==> config.mk <==
export PLATFORM = sky130hd
export DESIGN_NAME = clie_exec
export DESIGN_NICKNAME = d
export VERILOG_FILES = /design/src/logic/clie_pkg.sv /design/src/logic/clie_exec.sv
export SDC_FILE = /design/constraint.sdc
export NUM_CORES = 1
export LEC_CHECK = 0
export BUFFER_PORTS_ARGS = -buffer_cell sky130_fd_sc_hd__buf_2
export CAP_MARGIN = 20
export CORE_UTILIZATION = 35
export CTS_CLUSTER_DIAMETER = 120
export DETAILED_ROUTE_END_ITERATION = 8
export GPL_TIMING_DRIVEN = 0
export PLACE_DENSITY_LB_ADDON = 0.2
export SYNTH_ARGS = -nofsm -noshare
export SYNTH_HDL_FRONTEND = slang
export SYNTH_SLANG_ARGS = --single-unit
==> constraint.sdc <==
create_clock -name i_clk -period 2.8 [get_ports i_clk]
set_input_delay 0.42 -clock i_clk [delete_from_list [all_inputs] [get_ports i_clk]]
set_output_delay 0.42 -clock i_clk [all_outputs]
set_load 0.02 [all_outputs]
==> src/logic/clie_pkg.sv <==
// Constants and types for the character display instruction executor
package clie_pkg;
  // Address pointer and glyph address widths
  localparam int unsigned ADDR_W = 7;
  localparam int unsigned GLYPH_W = 6;
  // Line layout limits for two-line and one-line modes
  localparam logic [6:0] LINE1_LAST = 7'h27;
  localparam logic [6:0] LINE2_FIRST = 7'h40;
  localparam logic [6:0] LINE2_LAST = 7'h67;
  localparam logic [6:0] ONE_LINE_LAST = 7'h4F;
  // Pan offset wraps on a 40-column line
  localparam logic [5:0] PAN_LAST = 6'h27;
  // Reset values of mode bits
  localparam logic RST_STEP_UP = 1'b1;
  localparam logic RST_AUTO_PAN = 1'b0;
  localparam logic RST_BUS_8BIT = 1'b1;
  localparam logic RST_TWO_LINE = 1'b0;
  localparam logic RST_FONT_TALL = 1'b0;
  // Execution time per instruction, 18.5 us at a 25 ns clock
  localparam int unsigned EXEC_NS = 18500;
  localparam int unsigned CLK_NS = 25;
  localparam int unsigned EXEC_CYC = EXEC_NS / CLK_NS;
  // Flash half period: 185 ms at 540 kHz equals 99900 oscillator cycles
  localparam int unsigned FLASH_OSC_CYC = 99900;
  // Display duty codes
  typedef enum logic [1:0] {CLIE_DUTY_8, CLIE_DUTY_11, CLIE_DUTY_16} clie_duty_t;
  typedef enum logic [0:0] {CLIE_IDLE, CLIE_BUSY} clie_state_t;
endpackage

==> src/logic/clie_exec.sv <==
// Instruction decoder and executor for a character display controller
`timescale 1ns/1ps
`default_nettype none
module clie_exec
  import clie_pkg::*;
#(
  parameter int unsigned EXEC_CYCLES = EXEC_CYC,
  parameter int unsigned FLASH_CYCLES = 2000000
) (
  input wire logic i_clk,
  input wire logic i_resetn,
  input wire logic i_strobe,
  input wire logic i_cmd_or_data_sel,
  input wire logic i_read,
  input wire logic [7:0] i_bus,
  output logic [7:0] o_bus,
  output logic o_bus_oe,
  output logic o_busy_flag,
  output logic [6:0] o_address_pointer,
  output logic o_panel_on,
  output logic o_cursor_show,
  output logic o_cursor_lit,
  output logic [5:0] o_pan_offset,
  output logic o_bus_width_sel,
  output logic [1:0] o_duty,
  output logic o_ram_we,
  output logic o_ram_glyph,
  output logic [6:0] o_ram_addr,
  output logic [7:0] o_ram_wdata,
  input wire logic [7:0] i_ram_rdata
);
  // =========================================================
  // Pointer stepping
  // Two-line wrap keeps the pointer inside the printed ranges
  function automatic logic [6:0] clie_step(input logic [6:0] a, input logic up,
                                           input logic two, input logic glyph);
    logic [6:0] r;
    r = up ? a + 7'h01 : a - 7'h01;
    if (glyph) begin
      r = {1'b0, r[5:0]};
    end else if (two) begin
      if (up && a == LINE1_LAST) r = LINE2_FIRST;
      else if (up && a == LINE2_LAST) r = 7'h00;
      else if (!up && a == LINE2_FIRST) r = LINE1_LAST;
      else if (!up && a == 7'h00) r = LINE2_LAST;
    end else begin
      if (up && a == ONE_LINE_LAST) r = 7'h00;
      else if (!up && a == 7'h00) r = ONE_LINE_LAST;
    end
    return r;
  endfunction
  function automatic logic [5:0] clie_pan(input logic [5:0] p, input logic left);
    if (left) return (p == PAN_LAST) ? 6'h00 : p + 6'h01;
    return (p == 6'h00) ? PAN_LAST : p - 6'h01;
  endfunction

  // =========================================================
  // State
  clie_state_t st_q, st_d;
  logic [31:0] cnt_q, cnt_d;
  logic [31:0] fl_q, fl_d;
  logic flash_ph_q, flash_ph_d;
  logic [6:0] ap_q, ap_d;
  logic glyph_q, glyph_d;
  logic up_q, up_d, pan_en_q, pan_en_d;
  logic on_q, on_d, cur_q, cur_d, blink_q, blink_d;
  logic dl_q, dl_d, two_q, two_d, tall_q, tall_d;
  logic [5:0] pan_q, pan_d;
  logic [7:0] cmd_q, cmd_d, dat_q, dat_d, pre_q, pre_d;
  logic is_data_q, is_data_d, fetch2_q, fetch2_d;
  logic nib_q, nib_d;
  logic fetch_q, fetch_d;
  logic [7:0] ob_d;
  logic oe_d, we_d;
  logic [6:0] ra_d;
  logic [7:0] wd_d;
  logic [7:0] byte_in;
  logic byte_done;

  // Nibble assembly: upper first on lines 7..4
  always_comb begin
    byte_in = dl_q ? i_bus : {cmd_q[7:4], i_bus[7:4]};
    byte_done = i_strobe && (dl_q || nib_q);
  end

  // =========================================================
  // Next-state logic
  always_comb begin
    st_d = st_q; cnt_d = cnt_q; ap_d = ap_q; glyph_d = glyph_q;
    up_d = up_q; pan_en_d = pan_en_q; on_d = on_q; cur_d = cur_q;
    blink_d = blink_q; dl_d = dl_q; two_d = two_q; tall_d = tall_q;
    pan_d = pan_q; cmd_d = cmd_q; dat_d = dat_q; pre_d = pre_q;
    is_data_d = is_data_q; nib_d = nib_q;
    fetch_d = 1'b0; we_d = 1'b0; ra_d = ap_q; wd_d = dat_q;
    ob_d = o_bus; oe_d = 1'b0;
    fl_d = fl_q; flash_ph_d = flash_ph_q;
    // Flash timer free-runs so phase is independent of commands
    if (fl_q >= FLASH_CYCLES - 1) begin
      fl_d = 32'd0;
      flash_ph_d = ~flash_ph_q;
    end else begin
      fl_d = fl_q + 32'd1;
    end
    // Sync RAM answers a cycle after it sees the registered address,
    // so the prefetch is taken from the second stage, not the first
    fetch2_d = fetch_q;
    if (fetch2_q) pre_d = i_ram_rdata;
    // Host reads answer at once, even while busy
    if (i_strobe && i_read) begin
      oe_d = 1'b1;
      if (!i_cmd_or_data_sel) ob_d = {st_q == CLIE_BUSY, ap_q};
      else ob_d = pre_q;
      nib_d = dl_q ? 1'b0 : ~nib_q;
      if (!dl_q && nib_q) ob_d = {ob_d[3:0], 4'h0};
      if (i_cmd_or_data_sel && (dl_q || nib_q)) begin
        ap_d = clie_step(ap_q, up_q, two_q, glyph_q);
        ra_d = ap_d;
        fetch_d = 1'b1;
      end
    end else if (i_strobe && st_q == CLIE_IDLE) begin
      // Writes accepted only when idle; host waits on busy
      nib_d = dl_q ? 1'b0 : ~nib_q;
      if (!nib_q) cmd_d = i_bus;
      if (byte_done) begin
        st_d = CLIE_BUSY;
        cnt_d = 32'd0;
        is_data_d = i_cmd_or_data_sel;
        if (i_cmd_or_data_sel) dat_d = byte_in;
        else cmd_d = byte_in;
      end
    end
    // Execution at the end of the busy time
    if (st_q == CLIE_BUSY) begin
      if (cnt_q >= EXEC_CYCLES - 1) begin
        st_d = CLIE_IDLE;
        if (is_data_q) begin
          we_d = 1'b1;
          ra_d = ap_q;
          wd_d = dat_q;
          ap_d = clie_step(ap_q, up_q, two_q, glyph_q);
          if (pan_en_q && !glyph_q) pan_d = clie_pan(pan_q, up_q);
        end else if (cmd_q[7]) begin
          ap_d = cmd_q[6:0]; glyph_d = 1'b0;
          ra_d = cmd_q[6:0]; fetch_d = 1'b1;
        end else if (cmd_q[6]) begin
          ap_d = {1'b0, cmd_q[5:0]}; glyph_d = 1'b1;
          ra_d = {1'b0, cmd_q[5:0]}; fetch_d = 1'b1;
        end else if (cmd_q[5]) begin
          dl_d = cmd_q[4]; two_d = cmd_q[3]; tall_d = cmd_q[2];
        end else if (cmd_q[4]) begin
          if (cmd_q[3]) begin
            // Pan after a glyph read is not guarded; the offset just steps
            pan_d = clie_pan(pan_q, !cmd_q[2]);
          end else begin
            ap_d = clie_step(ap_q, cmd_q[2], two_q, glyph_q);
            ra_d = ap_d; fetch_d = !glyph_q;
          end
        end else if (cmd_q[3]) begin
          on_d = cmd_q[2]; cur_d = cmd_q[1]; blink_d = cmd_q[0];
        end else if (cmd_q[2]) begin
          up_d = cmd_q[1]; pan_en_d = cmd_q[0];
        end
      end else begin
        cnt_d = cnt_q + 32'd1;
      end
    end
  end

  // Registers
  always_ff @(posedge i_clk or negedge i_resetn) begin
    if (!i_resetn) begin
      st_q <= CLIE_IDLE; cnt_q <= 32'd0; fl_q <= 32'd0; flash_ph_q <= 1'b0;
      ap_q <= 7'h00; glyph_q <= 1'b0; up_q <= RST_STEP_UP; pan_en_q <= RST_AUTO_PAN;
      on_q <= 1'b0; cur_q <= 1'b0; blink_q <= 1'b0; dl_q <= RST_BUS_8BIT;
      two_q <= RST_TWO_LINE; tall_q <= RST_FONT_TALL; pan_q <= 6'h00;
      cmd_q <= 8'h00; dat_q <= 8'h00; pre_q <= 8'h00; is_data_q <= 1'b0;
      fetch2_q <= 1'b0; nib_q <= 1'b0; fetch_q <= 1'b0;
      o_bus <= 8'h00; o_bus_oe <= 1'b0; o_ram_we <= 1'b0; o_ram_addr <= 7'h00;
      o_ram_wdata <= 8'h00;
    end else begin
      st_q <= st_d; cnt_q <= cnt_d; fl_q <= fl_d; flash_ph_q <= flash_ph_d;
      ap_q <= ap_d; glyph_q <= glyph_d; up_q <= up_d; pan_en_q <= pan_en_d;
      on_q <= on_d; cur_q <= cur_d; blink_q <= blink_d; dl_q <= dl_d;
      two_q <= two_d; tall_q <= tall_d; pan_q <= pan_d;
      cmd_q <= cmd_d; dat_q <= dat_d; pre_q <= pre_d; is_data_q <= is_data_d;
      fetch2_q <= fetch2_d; nib_q <= nib_d; fetch_q <= fetch_d;
      o_bus <= ob_d; o_bus_oe <= oe_d; o_ram_we <= we_d; o_ram_addr <= ra_d;
      o_ram_wdata <= wd_d;
    end
  end

  // =========================================================
  // Registered display outputs
  always_ff @(posedge i_clk or negedge i_resetn) begin
    if (!i_resetn) begin
      o_busy_flag <= 1'b0; o_address_pointer <= 7'h00; o_panel_on <= 1'b0;
      o_cursor_show <= 1'b0; o_cursor_lit <= 1'b0; o_pan_offset <= 6'h00;
      o_bus_width_sel <= RST_BUS_8BIT; o_duty <= CLIE_DUTY_8; o_ram_glyph <= 1'b0;
    end else begin
      o_busy_flag <= (st_d == CLIE_BUSY);
      o_address_pointer <= ap_d;
      o_panel_on <= on_d;
      o_cursor_show <= on_d && cur_d;
      o_cursor_lit <= on_d && blink_d && flash_ph_d;
      o_pan_offset <= pan_d;
      o_bus_width_sel <= dl_d;
      o_duty <= two_d ? CLIE_DUTY_16 : (tall_d ? CLIE_DUTY_11 : CLIE_DUTY_8);
      o_ram_glyph <= glyph_d;
    end
  end
endmodule
`default_nettype wire

==> results summary, run 1 <==
Following the worst setup path forward leads to its endpoint at o_address_pointer[5]. The reg-to-reg critical path endpoint is o_address_pointer[5]. The row count is 52. The largest voltage drop on the vdd net came out at around 0.48 mV. The final setup violation count came out at 0. The count of input and output buffers came out at 66. The first-iteration detailed-routing DRC count is 375.

The synthesis-to-finish area growth is 19.8%. The later pin in the worst-skew pair is clocked with a latency of about 0.43 ns. In this run the number of cells on the critical path is 8. Grouping stages by cell kind, the critical path spends the most delay in simple AND/OR/NAND/NOR gates. The signal on the critical path passes through inv_1 > ha_2 > or3b_1 > or3_1 > or3_1 > a31oi_1 > o32ai_1 > a41o_1. The antenna diode count came out at 0. The overall global routing resource usage is between 10% and 20%. The actual slew at the worst max-slew pin came out at about 1.1 ns. The power density normalized to cell area came out at 721 nW/um^2. The initial utilization of the core area, before any placement, comes to a little over a third. Leaving out fill and tap cells, the most frequent cell in the layout is sky130_fd_sc_hd__dfrtp_1. The mean post-synth cell area came out at around 10 um^2.

The number of vias per cell is 5.24. STA classifies the critical path endpoint as a register. The post-CTS clock slew at the launch and capture registers of the worst setup and hold paths came out at around 0.070 ns.

The fraction of synthesis flops using an asynchronous set or reset pin came out at between 90% and 100%. Entering global routing, the biggest net connects roughly 90 pins. The worst setup path is of the register to register kind. The post-synth design cell area came out at 7180 um^2. The number of slew-limit violations in the final report is 0. Setup repair after global routing left no endpoint under its margin. Among all flip-flop cells after synthesis, the most frequent one is sky130_fd_sc_hd__dfrtp_1. The buffering stage count on the worst path with inverters included came out at 1.

The via count of the first global-routing pass came out at 5549. The worst register-to-register path has a depth of 8. For the finished layout, the period the worst path requires is approximately 2.6 ns. The share of the Yosys chip area taken by registers is about half. The worst register-to-register path begins at o_address_pointer[1]. The routed wire length is roughly 18 mm.

The number of nets at the end of the flow is between 800 and 900. In the final routed layout, each cell accounts on average for 16.7 um. For this run, the slowest stage of the critical path takes approximately 0.53 ns. Final hold analysis gives a worst-case slack of approximately 0.22 ns.

The HPWL after detailed placement came out at between 10 and 15 mm. The register-to-register path setup slack is 0.16 ns. The flip-flop and latch count after synthesis is 144. The worst hold path belongs to the class input pin to register. The sort of element at the start of the critical path is a register. TritonCTS built the clock tree. The flow ran to the end, and the final reports show no timing, DRC or antenna violations. In this run the horizontal extent of the chip is ~150 um. The final number of hold-violating endpoints came out at 0.

The residual overflow from global routing is 0. The worst setup skew after layout is ~0.012 ns. The setup total negative slack is 0 ns. The share of post-route cells with drive strength above 1 is between 20% and 30%. After layout, the worst path uses 94.3% of the clock period.

Among all stages on the critical path, the largest delay is contributed by sky130_fd_sc_hd__dfrtp_1. In this design, the critical path's most frequently occurring cell is sky130_fd_sc_hd__or3_1. The placer's final routability congestion estimate came out at 0.895. For this design the static power due to leakage is 3.74 nW. The root buffer cell chosen for the clock tree is sky130_fd_sc_hd__clkbuf_16. The final total power came out at 0.00620 W.

In this run the worst path has a maximum fanout of 9. The final antenna-violating net count came out at 0. The first element of the critical path is o_address_pointer[1]. The final route contains around 5700 vias.

The worst endpoint data arrival time is 2.94 ns. The die outline area came out at 21100 um^2. The synthesized design contains 0 enable-type register cells. The CTS buffer count is 17.

The maximum frequency from static timing analysis came out at 0.379 GHz. Yosys mapped the design onto 79 distinct sky130hd cell types. The initial antenna violation count is 1. The top cell types in the final layout, fill and taps aside, are sky130_fd_sc_hd__dfrtp_1, sky130_fd_sc_hd__buf_2, sky130_fd_sc_hd__nand2_1, sky130_fd_sc_hd__nor2_1, sky130_fd_sc_hd__o21ai_0. The clock sink total came out at approximately 140.

The cell count after synthesis came out at roughly 700. The number of top-level design ports came out at 67. The total of fill cells in the finished design is slightly below 2000.

The core outline area came out at between 20000 and 25000 um^2. During synthesis, Yosys emitted a total of 0 warnings. The CTS H-tree depth came out at 4. The chip height came out at 145 um. The first-pass GRT wire length is around 30 mm. For the worst setup path, the data required time is roughly 3.1 ns. The number of buffers on the longest clock path is 2. The max-cap violation count came out at 0. The worst relative slew slack is approximately 28%. The detailed-router iteration count before antenna repair is 6. The detailed-route DRC error count is 0.
## sequential cells by signal, summed over array words and instances, names as in the netlist, 2 cells and up
register and flops:
o_bus 8, cmd_q 8, o_ram_addr 7, pre_q 8
o_duty 2, o_pan_offset 6, fl_q 32, cnt_q 32
dat_q 8, o_ram_wdata 8, o_address_pointer 7
## repair_timing
action | CTS | global route
setup endpoints to repair | 1 | 8
hold buffers | 1 | 0
resized for setup | 1 | 5
buffers inserted | 0 | 5
pin swaps | 0 | 1
endpoints found under the hold margin | 53 | 0
## synthesized netlist by cell type, types with 8 or more instances
master / n / area share [%]
sky130_fd_sc_hd__xor2_1: 20 / 2.4
sky130_fd_sc_hd__clkbuf_1: 26 / 1.4
sky130_fd_sc_hd__o22ai_1: 11 / 0.96
sky130_fd_sc_hd__a31oi_1: 13 / 1.1
sky130_fd_sc_hd__nand3_1: 34 / 2.4
sky130_fd_sc_hd__a21oi_1: 21 / 1.5
sky130_fd_sc_hd__o31ai_1: 8 / 0.84
sky130_fd_sc_hd__nor3_1: 15 / 1.0
sky130_fd_sc_hd__inv_1: 18 / 0.94
sky130_fd_sc_hd__dfrtp_1: 142 / 50
sky130_fd_sc_hd__mux2i_1: 20 / 2.8
sky130_fd_sc_hd__nor2_1: 51 / 2.7
sky130_fd_sc_hd__and2_1: 23 / 2.0
sky130_fd_sc_hd__xnor2_1: 8 / 0.98
sky130_fd_sc_hd__o21ai_0: 43 / 3.0
sky130_fd_sc_hd__nor4_1: 15 / 1.3
sky130_fd_sc_hd__mux2_2: 23 / 3.6
sky130_fd_sc_hd__nand2_1: 65 / 3.4
## worst min-delay path by stage
stage,to,cells after the start,from
after global placement,fetch2_q,0,fetch2_d
after floorplan,blink_q,0,i_resetn
final,pre_q[6],2,i_ram_rdata[6]
after CTS,pre_q[6],2,i_ram_rdata[6]
after global routing,pre_q[6],2,i_ram_rdata[6]
after detailed placement,fetch2_q,0,fetch2_d
## layer usage
| layer | vias to the layer above | global-route usage, % | routed length, um |
|---|---|---|---|
| met2 | 148 | 27.4 | 8370 |
| met5 | - | 0 | 0 |
| li1 | 2729 | - | - |
| met4 | 0 | 6.79 | 280 |
| met3 | 21 | 4.21 | 962 |
| met1 | 2764 | 25.3 | 8460 |
## final cells by class
class	instances	area, um^2	share of cell area [%]
Multi-Input combinational cell	508	3370	39.1
Sequential cell	144	3610	42.0
Timing Repair Buffer	73	412	4.79
Tap cell	270	338	3.93
Clock buffer	18	439	5.11
Inverter	19	71.3	0.829
Clock inverter	14	181	2.11
Buffer	35	184	2.14
## power by group
part           internal, W  total (W)  switching (W)  leakage [nW]
Sequential         0.00229    0.00245       0.000166          1.85
Clock              0.00144    0.00236       0.000923         0.295
Combinational     0.000547    0.00138       0.000833          1.59
## cell families (layout without fill, tap and decap cells)
logic type               after synthesis  count (layout)  synth area share [%]
flip-flops                           144             144                  50.2
XOR/XNOR                              28              28                  3.42
AO/OA/AOI/OAI                        153             153                  14.1
buffers and inverters                 54             159                  3.56
multiplexers                          47              47                  7.65
AND/OR/NAND/NOR                      262             262                  19.7
adder cells (fa/ha/maj)                7               7                  1.22
other                                  1              11                0.0523
## stage by stage
stage	instance area [um^2]	cells	util [%]	setup slack, ns
finish	8600	1081	42.6	0.161
floorplan	7210	706	-	0.319
detailed placement	7920	1043	39.2	-0.0791
global placement	7880	1042	39.1	-0.900
global route	8600	1081	42.6	0.0533
CTS	8550	1076	42.4	0.0451
Note: power is estimated with default switching activity, not from simulation.
==> inputs of run 2 (changes only) <==
- BUFFER_PORTS_ARGS: -buffer_cell sky130_fd_sc_hd__buf_2 -> -buffer_cell sky130_fd_sc_hd__buf_4
- HOLD_SLACK_MARGIN: unset -> 0.15
==> run 2 against run 1 <==
Against the previous run:
- critical endpoint unchanged
- final cell count decreased by 0.19%
- largest cell class unchanged
- largest power group unchanged
- critical path type unchanged
- utilization is 0.56 points higher
- setup slack better by 0.011 ns
- via count is 0.65% lower
- die area stayed put
- clock power is 4% lower
- total power down 0.21%
- register-to-register slack hardly changed
- sequential power is essentially flat
- first-iteration DRC count fell by 14%
- combinational power grew 5%
- cell area grew 1.3%
==> results summary, run 2 (synthesized netlist as in run 1, its figures left out) <==
The top cell types in the final layout, fill and taps aside, are sky130_fd_sc_hd__dfrtp_1, sky130_fd_sc_hd__buf_4, sky130_fd_sc_hd__nand2_1, sky130_fd_sc_hd__nor2_1, sky130_fd_sc_hd__o21ai_0. The power density normalized to cell area is 710 nW/um^2 (-1.5%). The CTS buffer count is 17 (unchanged). The post-layout minimum cycle time is 2.63 ns (-0.0110 ns). The CTS H-tree depth was 4 (unchanged). The number of slew-limit violations in the final report is 0 (unchanged). The worst setup path is captured at a register. The sort of element at the start of the critical path is a register. The switching power came out at 0.00200 W (+4.2%).

The final antenna-violating net count is 0 (unchanged). The horizontal extent of the die was 145 um (unchanged). The root buffer cell chosen for the clock tree is sky130_fd_sc_hd__clkbuf_16.

The number of nets at the end of the flow came out at 824 (-0.24%). The minimum setup slack after placement came to -0.102 ns (-0.0230 ns). The detailed-router iteration count before antenna repair is 5 (-1). The core outline area is 20200 um^2 (unchanged). The path class of the lowest-slack min-delay path is input pin to register. The first-pass GRT wire length came to 29.1 mm (-3.3%).

The relative contribution of the clock network to total power was 36.7% (-1.4 points). The internal power came out at 0.00418 W (-2.2%). The leakage dissipation is 3.76 nW (+0.72%). The actual slew at the worst max-slew pin was 1.01 ns (-0.0622 ns).

The finished layout cell area came out at 8710 um^2 (+1.3%). The overall global routing resource usage is 17.7% (-0.47 points). The logic gate share of total power came out at 23.5% (+1.2 points). The antenna diode count is 0 (unchanged). The largest net degree at the start of global routing is 96 (+4.3%). The clock latency of the later-clocked register in the worst-skew pair is 0.43 ns (about the same). The residual overflow from global routing came out at 0 (unchanged). The die outline area is 21100 um^2 (unchanged). The detailed-route DRC error count came out at 0 (unchanged).

The number of top-level design ports came out at 67 (unchanged). In the final layout, the registers with the most flip-flops are cnt_q x32, fl_q x32. The part of the total power dissipated in sequential elements came out at 39.8% (+0.2 points).

The number of vias per cell was 5.21 (-0.47%). The post-CTS clock slew at the launch and capture registers of the worst setup and hold paths came out at 0.07 ns (about the same). The worst setup skew after layout is 0.0101 ns (-0.00210 ns). The required time at the endpoint of the critical path was 3.12 ns (+0.02 ns).

The row count came out at 52 (unchanged). The switching power as a share of total power came out at 32.4% (+1.4 points). The first-iteration detailed-routing DRC count is 321 (-14%). The starting density of the core came out at 35.6% (unchanged).

The routed wirelength normalized by instance count was 16.5 um (-1.5%). The HPWL after detailed placement was 12.6 mm (-1.8%). The clock sink total came out at 144 (unchanged). The number of buffers on the longest clock path is 2 (unchanged).

The final setup violation count is 0 (unchanged). The setup path with the least slack is of type register to register. The count of input and output buffers is 66 (unchanged). The routed wire length is 17.8 mm (-1.7%).

The worst endpoint data arrival time was 2.95 ns (about the same). The total placed instance area is 8080 um^2 (+2.1%). The synthesis-to-finish area growth is 21.4%. The placer's final routability congestion estimate is 0.846 (-5.5%).

The routed via count came out at 5625 (-0.65%). The initial antenna violation count came out at 0 (-1). The run finished with clean final reports. Setup repair after global routing left no endpoint under its margin. The share of post-route cells with drive strength above 1 came out at 20.4% (-0.073 points).

The final period utilization came to 93.9% (-0.39 points). The total of fill cells in the finished design was 1965 (-1.0%). The max-cap violation count is 0 (unchanged). The via count of the first global-routing pass is 5461 (-1.6%). The largest voltage drop on the vdd net came out at 0.403 mV (-16%).

TritonCTS built the clock tree. The slack of the critical path is 0.172 ns (+0.0110 ns). Leaving out fill and tap cells, the most frequent cell in the layout is sky130_fd_sc_hd__dfrtp_1. The chip height came out at 145 um (unchanged).

The final number of hold-violating endpoints is 0 (unchanged). The worst relative slew slack is 32.6% (+4.2 points). The maximum fanout along the worst path is 9 (unchanged). The maximum frequency from static timing analysis came out at 0.380 GHz (+0.42%).
run 2: cell types whose count changed in the layout (fill, tap and decap cells not counted), sizes merged:
cell      delta
inv          +9
clkinv       -3
clkinvlp     -3
buf          -2
bufinv       -2
clkbuf       -1
run 2: worst paths after layout:
check / startpoint / endpoint / slack, ns / cells after the start
setup / recovery: o_address_pointer[0] / o_address_pointer[5] / 0.17 / 8
hold / removal: i_ram_rdata[5] / pre_q[5] / 0.22 / 2
setup reg to reg: o_address_pointer[0] / o_address_pointer[5] / 0.17 / 8
hold reg to reg: fetch2_d / fetch2_q / 0.35 / 0
max in group asynchronous: i_resetn / fl_q[2] / 1.43 / 3
min in group asynchronous: i_resetn / o_ram_wdata[5] / 0.51 / 2
run 2: power groups by stage:
stage	registers [W]	logic [W]	clock network, W
finish	0.00246	0.00145	0.00227
global route	0.00249	0.00159	0.00242
CTS	0.00246	0.00146	0.00234
detailed placement	0.00250	0.00145	0
global placement	0.00249	0.00144	0
floorplan	0.00259	0.000775	0
run 2: timing repair:
action / 4_1_cts / 5_1_grt
resized for setup: 1 / 5
pin swaps: 0 / 1
hold buffers: 1 / 0
setup endpoints to repair: 1 / 3
buffers inserted: 0 / 3
endpoints found under the hold margin: 49 / 0
run 2: metal layers:
layer	vias to the layer above	part of all wire, %	GRT usage (%)	wire length, um
met5	-	0	0	0
met4	0	1.7	6.58	297
met3	28	5.4	4.72	959
met2	131	46	27.0	8150
met1	2739	47	23.9	8350
li1	2727	-	-	-
run 2: cell type report:
cell class | count | area [um^2] | share of cell area (%)
Clock buffer | 17 | 425 | 4.88
Clock inverter | 15 | 160 | 1.84
Inverter | 19 | 71.3 | 0.819
Sequential cell | 144 | 3610 | 41.4
Multi-Input combinational cell | 508 | 3370 | 38.6
Timing Repair Buffer | 71 | 559 | 6.42
Tap cell | 270 | 338 | 3.88
Buffer | 35 | 184 | 2.11
run 2: worst max-delay path, cell delays in order, from the launching register on:
cell and delay [ns]:
sky130_fd_sc_hd__dfrtp_2 0.49, sky130_fd_sc_hd__inv_2 0.13, sky130_fd_sc_hd__ha_2 0.23, sky130_fd_sc_hd__or3b_1 0.39, sky130_fd_sc_hd__or3_1 0.40, sky130_fd_sc_hd__or3_1 0.33, sky130_fd_sc_hd__a31oi_1 0.18, sky130_fd_sc_hd__o32ai_1 0.14
sky130_fd_sc_hd__a41o_1 0.23
run 2: per-stage QoR:
stage	total power (W)	utilization [%]	hold slack [ns]	cells	TNS, ns
final	0.00618	43.2	0.218	1079	0
after floorplan	0.00337	-	0.124	706	0
after global placement	0.00394	39.9	0.336	1042	-0.0754
after detailed placement	0.00395	40.1	0.348	1043	-0.102
after CTS	0.00626	43.0	0.200	1076	0
after global routing	0.00650	43.2	0.217	1079	0
==> inputs of run 3 (changes only) <==
- CORE_UTILIZATION: 35 -> 45
- RECOVER_POWER: unset -> 50
==> run 3 against run 2 <==
Against the previous run:
- the flow now finishes with violations (max-capacitance violations, max-slew violations)
- critical path depth is the same
- clock skew shrank 0.0022 ns
- clock power is essentially flat
- sequential share of layout area grew 0.98 points
- critical path type unchanged
- critical endpoint unchanged
- largest cell class unchanged
- highest routed layer unchanged
==> results summary, run 3 (synthesized netlist as in run 1, its figures left out) <==
The reg-to-reg critical path endpoint is o_address_pointer[5]. The library cell used most frequently in the layout, excluding fill and tap cells, is sky130_fd_sc_hd__dfrtp_1. The clock sink total came out at 144 (unchanged).

The initial antenna violation count is 0 (unchanged). The number of vias per cell is 5.70 (+9.4%). The final setup violation count came out at 0 (unchanged). The clock latency of the later-clocked register in the worst-skew pair came out at 0.43 ns (about the same). The final period utilization is 96.9% (+3.1 points). The detailed-route DRC error count came out at 0 (unchanged). Setup repair after global routing left no endpoint under its margin. The antenna diode count is 0 (unchanged). The number of stages on the worst hold path is 2 (unchanged). The routed wirelength normalized by instance count came out at 17.8 um (+8.0%). The final reports fail on max-capacitance violations, max-slew violations. The residual overflow from global routing came to 0 (unchanged). The register-to-register path setup slack is 0.09 ns (-0.09 ns).

The startpoint identified for the worst register-to-register timing path is o_address_pointer[0]. The final antenna-violating net count is 0 (unchanged). Compared with the post-synthesis result, the final layout area differs by 18.5%. The finished layout cell area is 8510 um^2 (-2.3%). The share of post-route cells with drive strength above 1 came out at 15.5% (-4.9 points). TritonCTS built the clock tree. The horizontal extent of the die came to 128 um (-12%). The largest registers in the layout are cnt_q x32, fl_q x32. The run finished, with violations left. The first-iteration detailed-routing DRC count was 494 (+54%). The largest voltage drop on the vdd net came out at 0.631 mV (+56%). The top cell types in the final layout, fill and taps aside, are sky130_fd_sc_hd__dfrtp_1, sky130_fd_sc_hd__nand2_1, sky130_fd_sc_hd__clkbuf_1, sky130_fd_sc_hd__nor2_1, sky130_fd_sc_hd__o21ai_0.

The total placed instance area came out at 8010 um^2 (-0.91%). The chip height came out at 128 um (-12%). The leakage dissipation is 3.61 nW (-4.0%). The total of fill cells in the finished design is 1359 (-31%).

The worst endpoint data arrival time came out at 3.03 ns (+0.08 ns). The largest net degree at the start of global routing is 86 (-10%). The number of nets at the end of the flow came out at 823 (-0.12%). The actual slew at the worst max-slew pin is 1.54 ns (+0.532 ns). The worst relative slew slack is -2.75% (-35 points). The first-pass GRT wire length is 29.1 mm (unchanged). The detailed-router iteration count before antenna repair came out at 5 (unchanged). The routed via count came out at 5813 (+3.3%). The category of the worst setup path capture point is a register. The number of slew-limit violations in the final report came to 60 (+60). The path class of the lowest-slack min-delay path is input pin to register. The path with the worst hold slack has its endpoint at pre_q[6].

The HPWL after detailed placement is 12.7 mm (+0.77%). The placer's final routability congestion estimate is 0.930 (+9.8%). The starting density of the core came to 46.7% (+11 points). The overall global routing resource usage came out at 23.3% (+5.6 points). The max-cap violation count is 1 (+1). The maximum frequency from static timing analysis came out at 0.368 GHz (-3.2%).

The number of cells traversed by the worst register-to-register path is 8 (unchanged). The number of buffers on the longest clock path is 2 (unchanged). In this run the most critical hold path is launched from i_ram_rdata[6]. The worst hold-check slack is 0.227 ns (+0.00947 ns). The via count of the first global-routing pass came to 5613 (+2.8%).

The core outline area was 15400 um^2 (-24%). The required time at the endpoint of the critical path is 3.12 ns (about the same). The multi-input logic area is 3370 um^2 (unchanged). The worst setup skew after layout is 0.00793 ns (-0.00217 ns). The count of input and output buffers is 66 (unchanged).

The CTS H-tree depth came to 4 (unchanged). The register area was 3610 um^2 (about the same). The post-CTS clock slew at the launch and capture registers of the worst setup and hold paths is 0.07 ns (about the same).

STA classifies the critical path startpoint as a register. The routed wire length is 18.1 mm (+2.0%). The die outline area came out at 16500 um^2 (-22%).

The row count came out at 45 (-13%). By startpoint and endpoint, the worst setup path is classified as register to register. The number of top-level design ports is 67 (unchanged). The cell sitting at the root of the clock tree is a sky130_fd_sc_hd__clkbuf_16. The power density normalized to cell area came to 715 nW/um^2 (+0.69%).

The maximum fanout along the worst path is 9 (unchanged). The CTS buffer count came out at 17 (unchanged). The post-layout minimum cycle time came out at 2.71 ns (+0.0856 ns). The setup total negative slack was 0 ns (unchanged).

The final number of hold-violating endpoints was 0 (unchanged).
-- run 3: cell types whose count changed in the layout (fill, tap and decap cells not counted), sizes merged --
cell	previous run	this run
buf	75	37
clkbuf	47	86
inv	30	23
bufinv	1	2
clkinvlp	0	4
-- run 3: routing by layer --
| layer | GRT usage, % | part of all wire [%] | vias to the layer above |
|---|---|---|---|
| met5 | 0 | 0 | - |
| met2 | 37.0 | 47 | 204 |
| met3 | 5.55 | 6.1 | 22 |
| li1 | - | - | 2708 |
| met1 | 31.5 | 46 | 2879 |
| met4 | 7.47 | 1.2 | 0 |
-- run 3: metrics by stage --
step	worst slack, ns	power (W)	instances	utilization (%)
6_report	0.0860	0.00608	1019	55.4
2_1_floorplan	0.319	0.00337	706	-
4_1_cts	0.0176	0.00620	1017	56.0
3_3_place_gp	0.0372	0.00388	983	51.9
3_5_place_dp	0.0546	0.00390	984	52.1
5_1_grt	0.0205	0.00636	1019	55.4
-- run 3: worst max path at each step --
stage / start / endpoint / cells after the start / slack [ns]
3_3_place_gp: o_address_pointer[0] / o_ram_addr[0] / 8 / 0.04
4_1_cts: o_address_pointer[0] / o_ram_addr[0] / 8 / 0.02
5_1_grt: o_address_pointer[0] / o_address_pointer[5] / 8 / 0.02
2_1_floorplan: o_address_pointer[0] / o_address_pointer[5] / 8 / 0.32
3_5_place_dp: o_address_pointer[0] / o_address_pointer[5] / 8 / 0.05
6_report: o_address_pointer[0] / o_address_pointer[5] / 8 / 0.09
-- run 3: cell type report --
cell class	count	share of cell area (%)
flip-flops and latches	144	42.4
multi-input cells	508	39.6
clock buffers	19	5.21
repair buffers	70	4.97
well taps	211	3.10
plain buffers	35	2.16
clock inverters	13	1.76
inverters	19	0.838
-- run 3: power by group --
group          switching [W]  internal (W)
combinational       0.000822      0.000535
clock               0.000937       0.00135
sequential          0.000147       0.00229
total                0.00191       0.00417
-- run 3: worst max-delay path, stage by stage (launching register included) --
cell                      delay [ns]
sky130_fd_sc_hd__dfrtp_2        0.49
sky130_fd_sc_hd__inv_1          0.16
sky130_fd_sc_hd__ha_2           0.26
sky130_fd_sc_hd__or3b_1         0.41
sky130_fd_sc_hd__or3_1          0.41
sky130_fd_sc_hd__or3_1          0.32
sky130_fd_sc_hd__a31oi_1        0.18
sky130_fd_sc_hd__o32ai_1        0.14
sky130_fd_sc_hd__a41o_1         0.24
-- run 3: timing repair --
item	4_1_cts	5_1_grt
resized for setup	0	4
endpoints found under the setup margin	0	9
hold buffers	1	0
hold endpoints to repair	57	0
buffers inserted	0	2
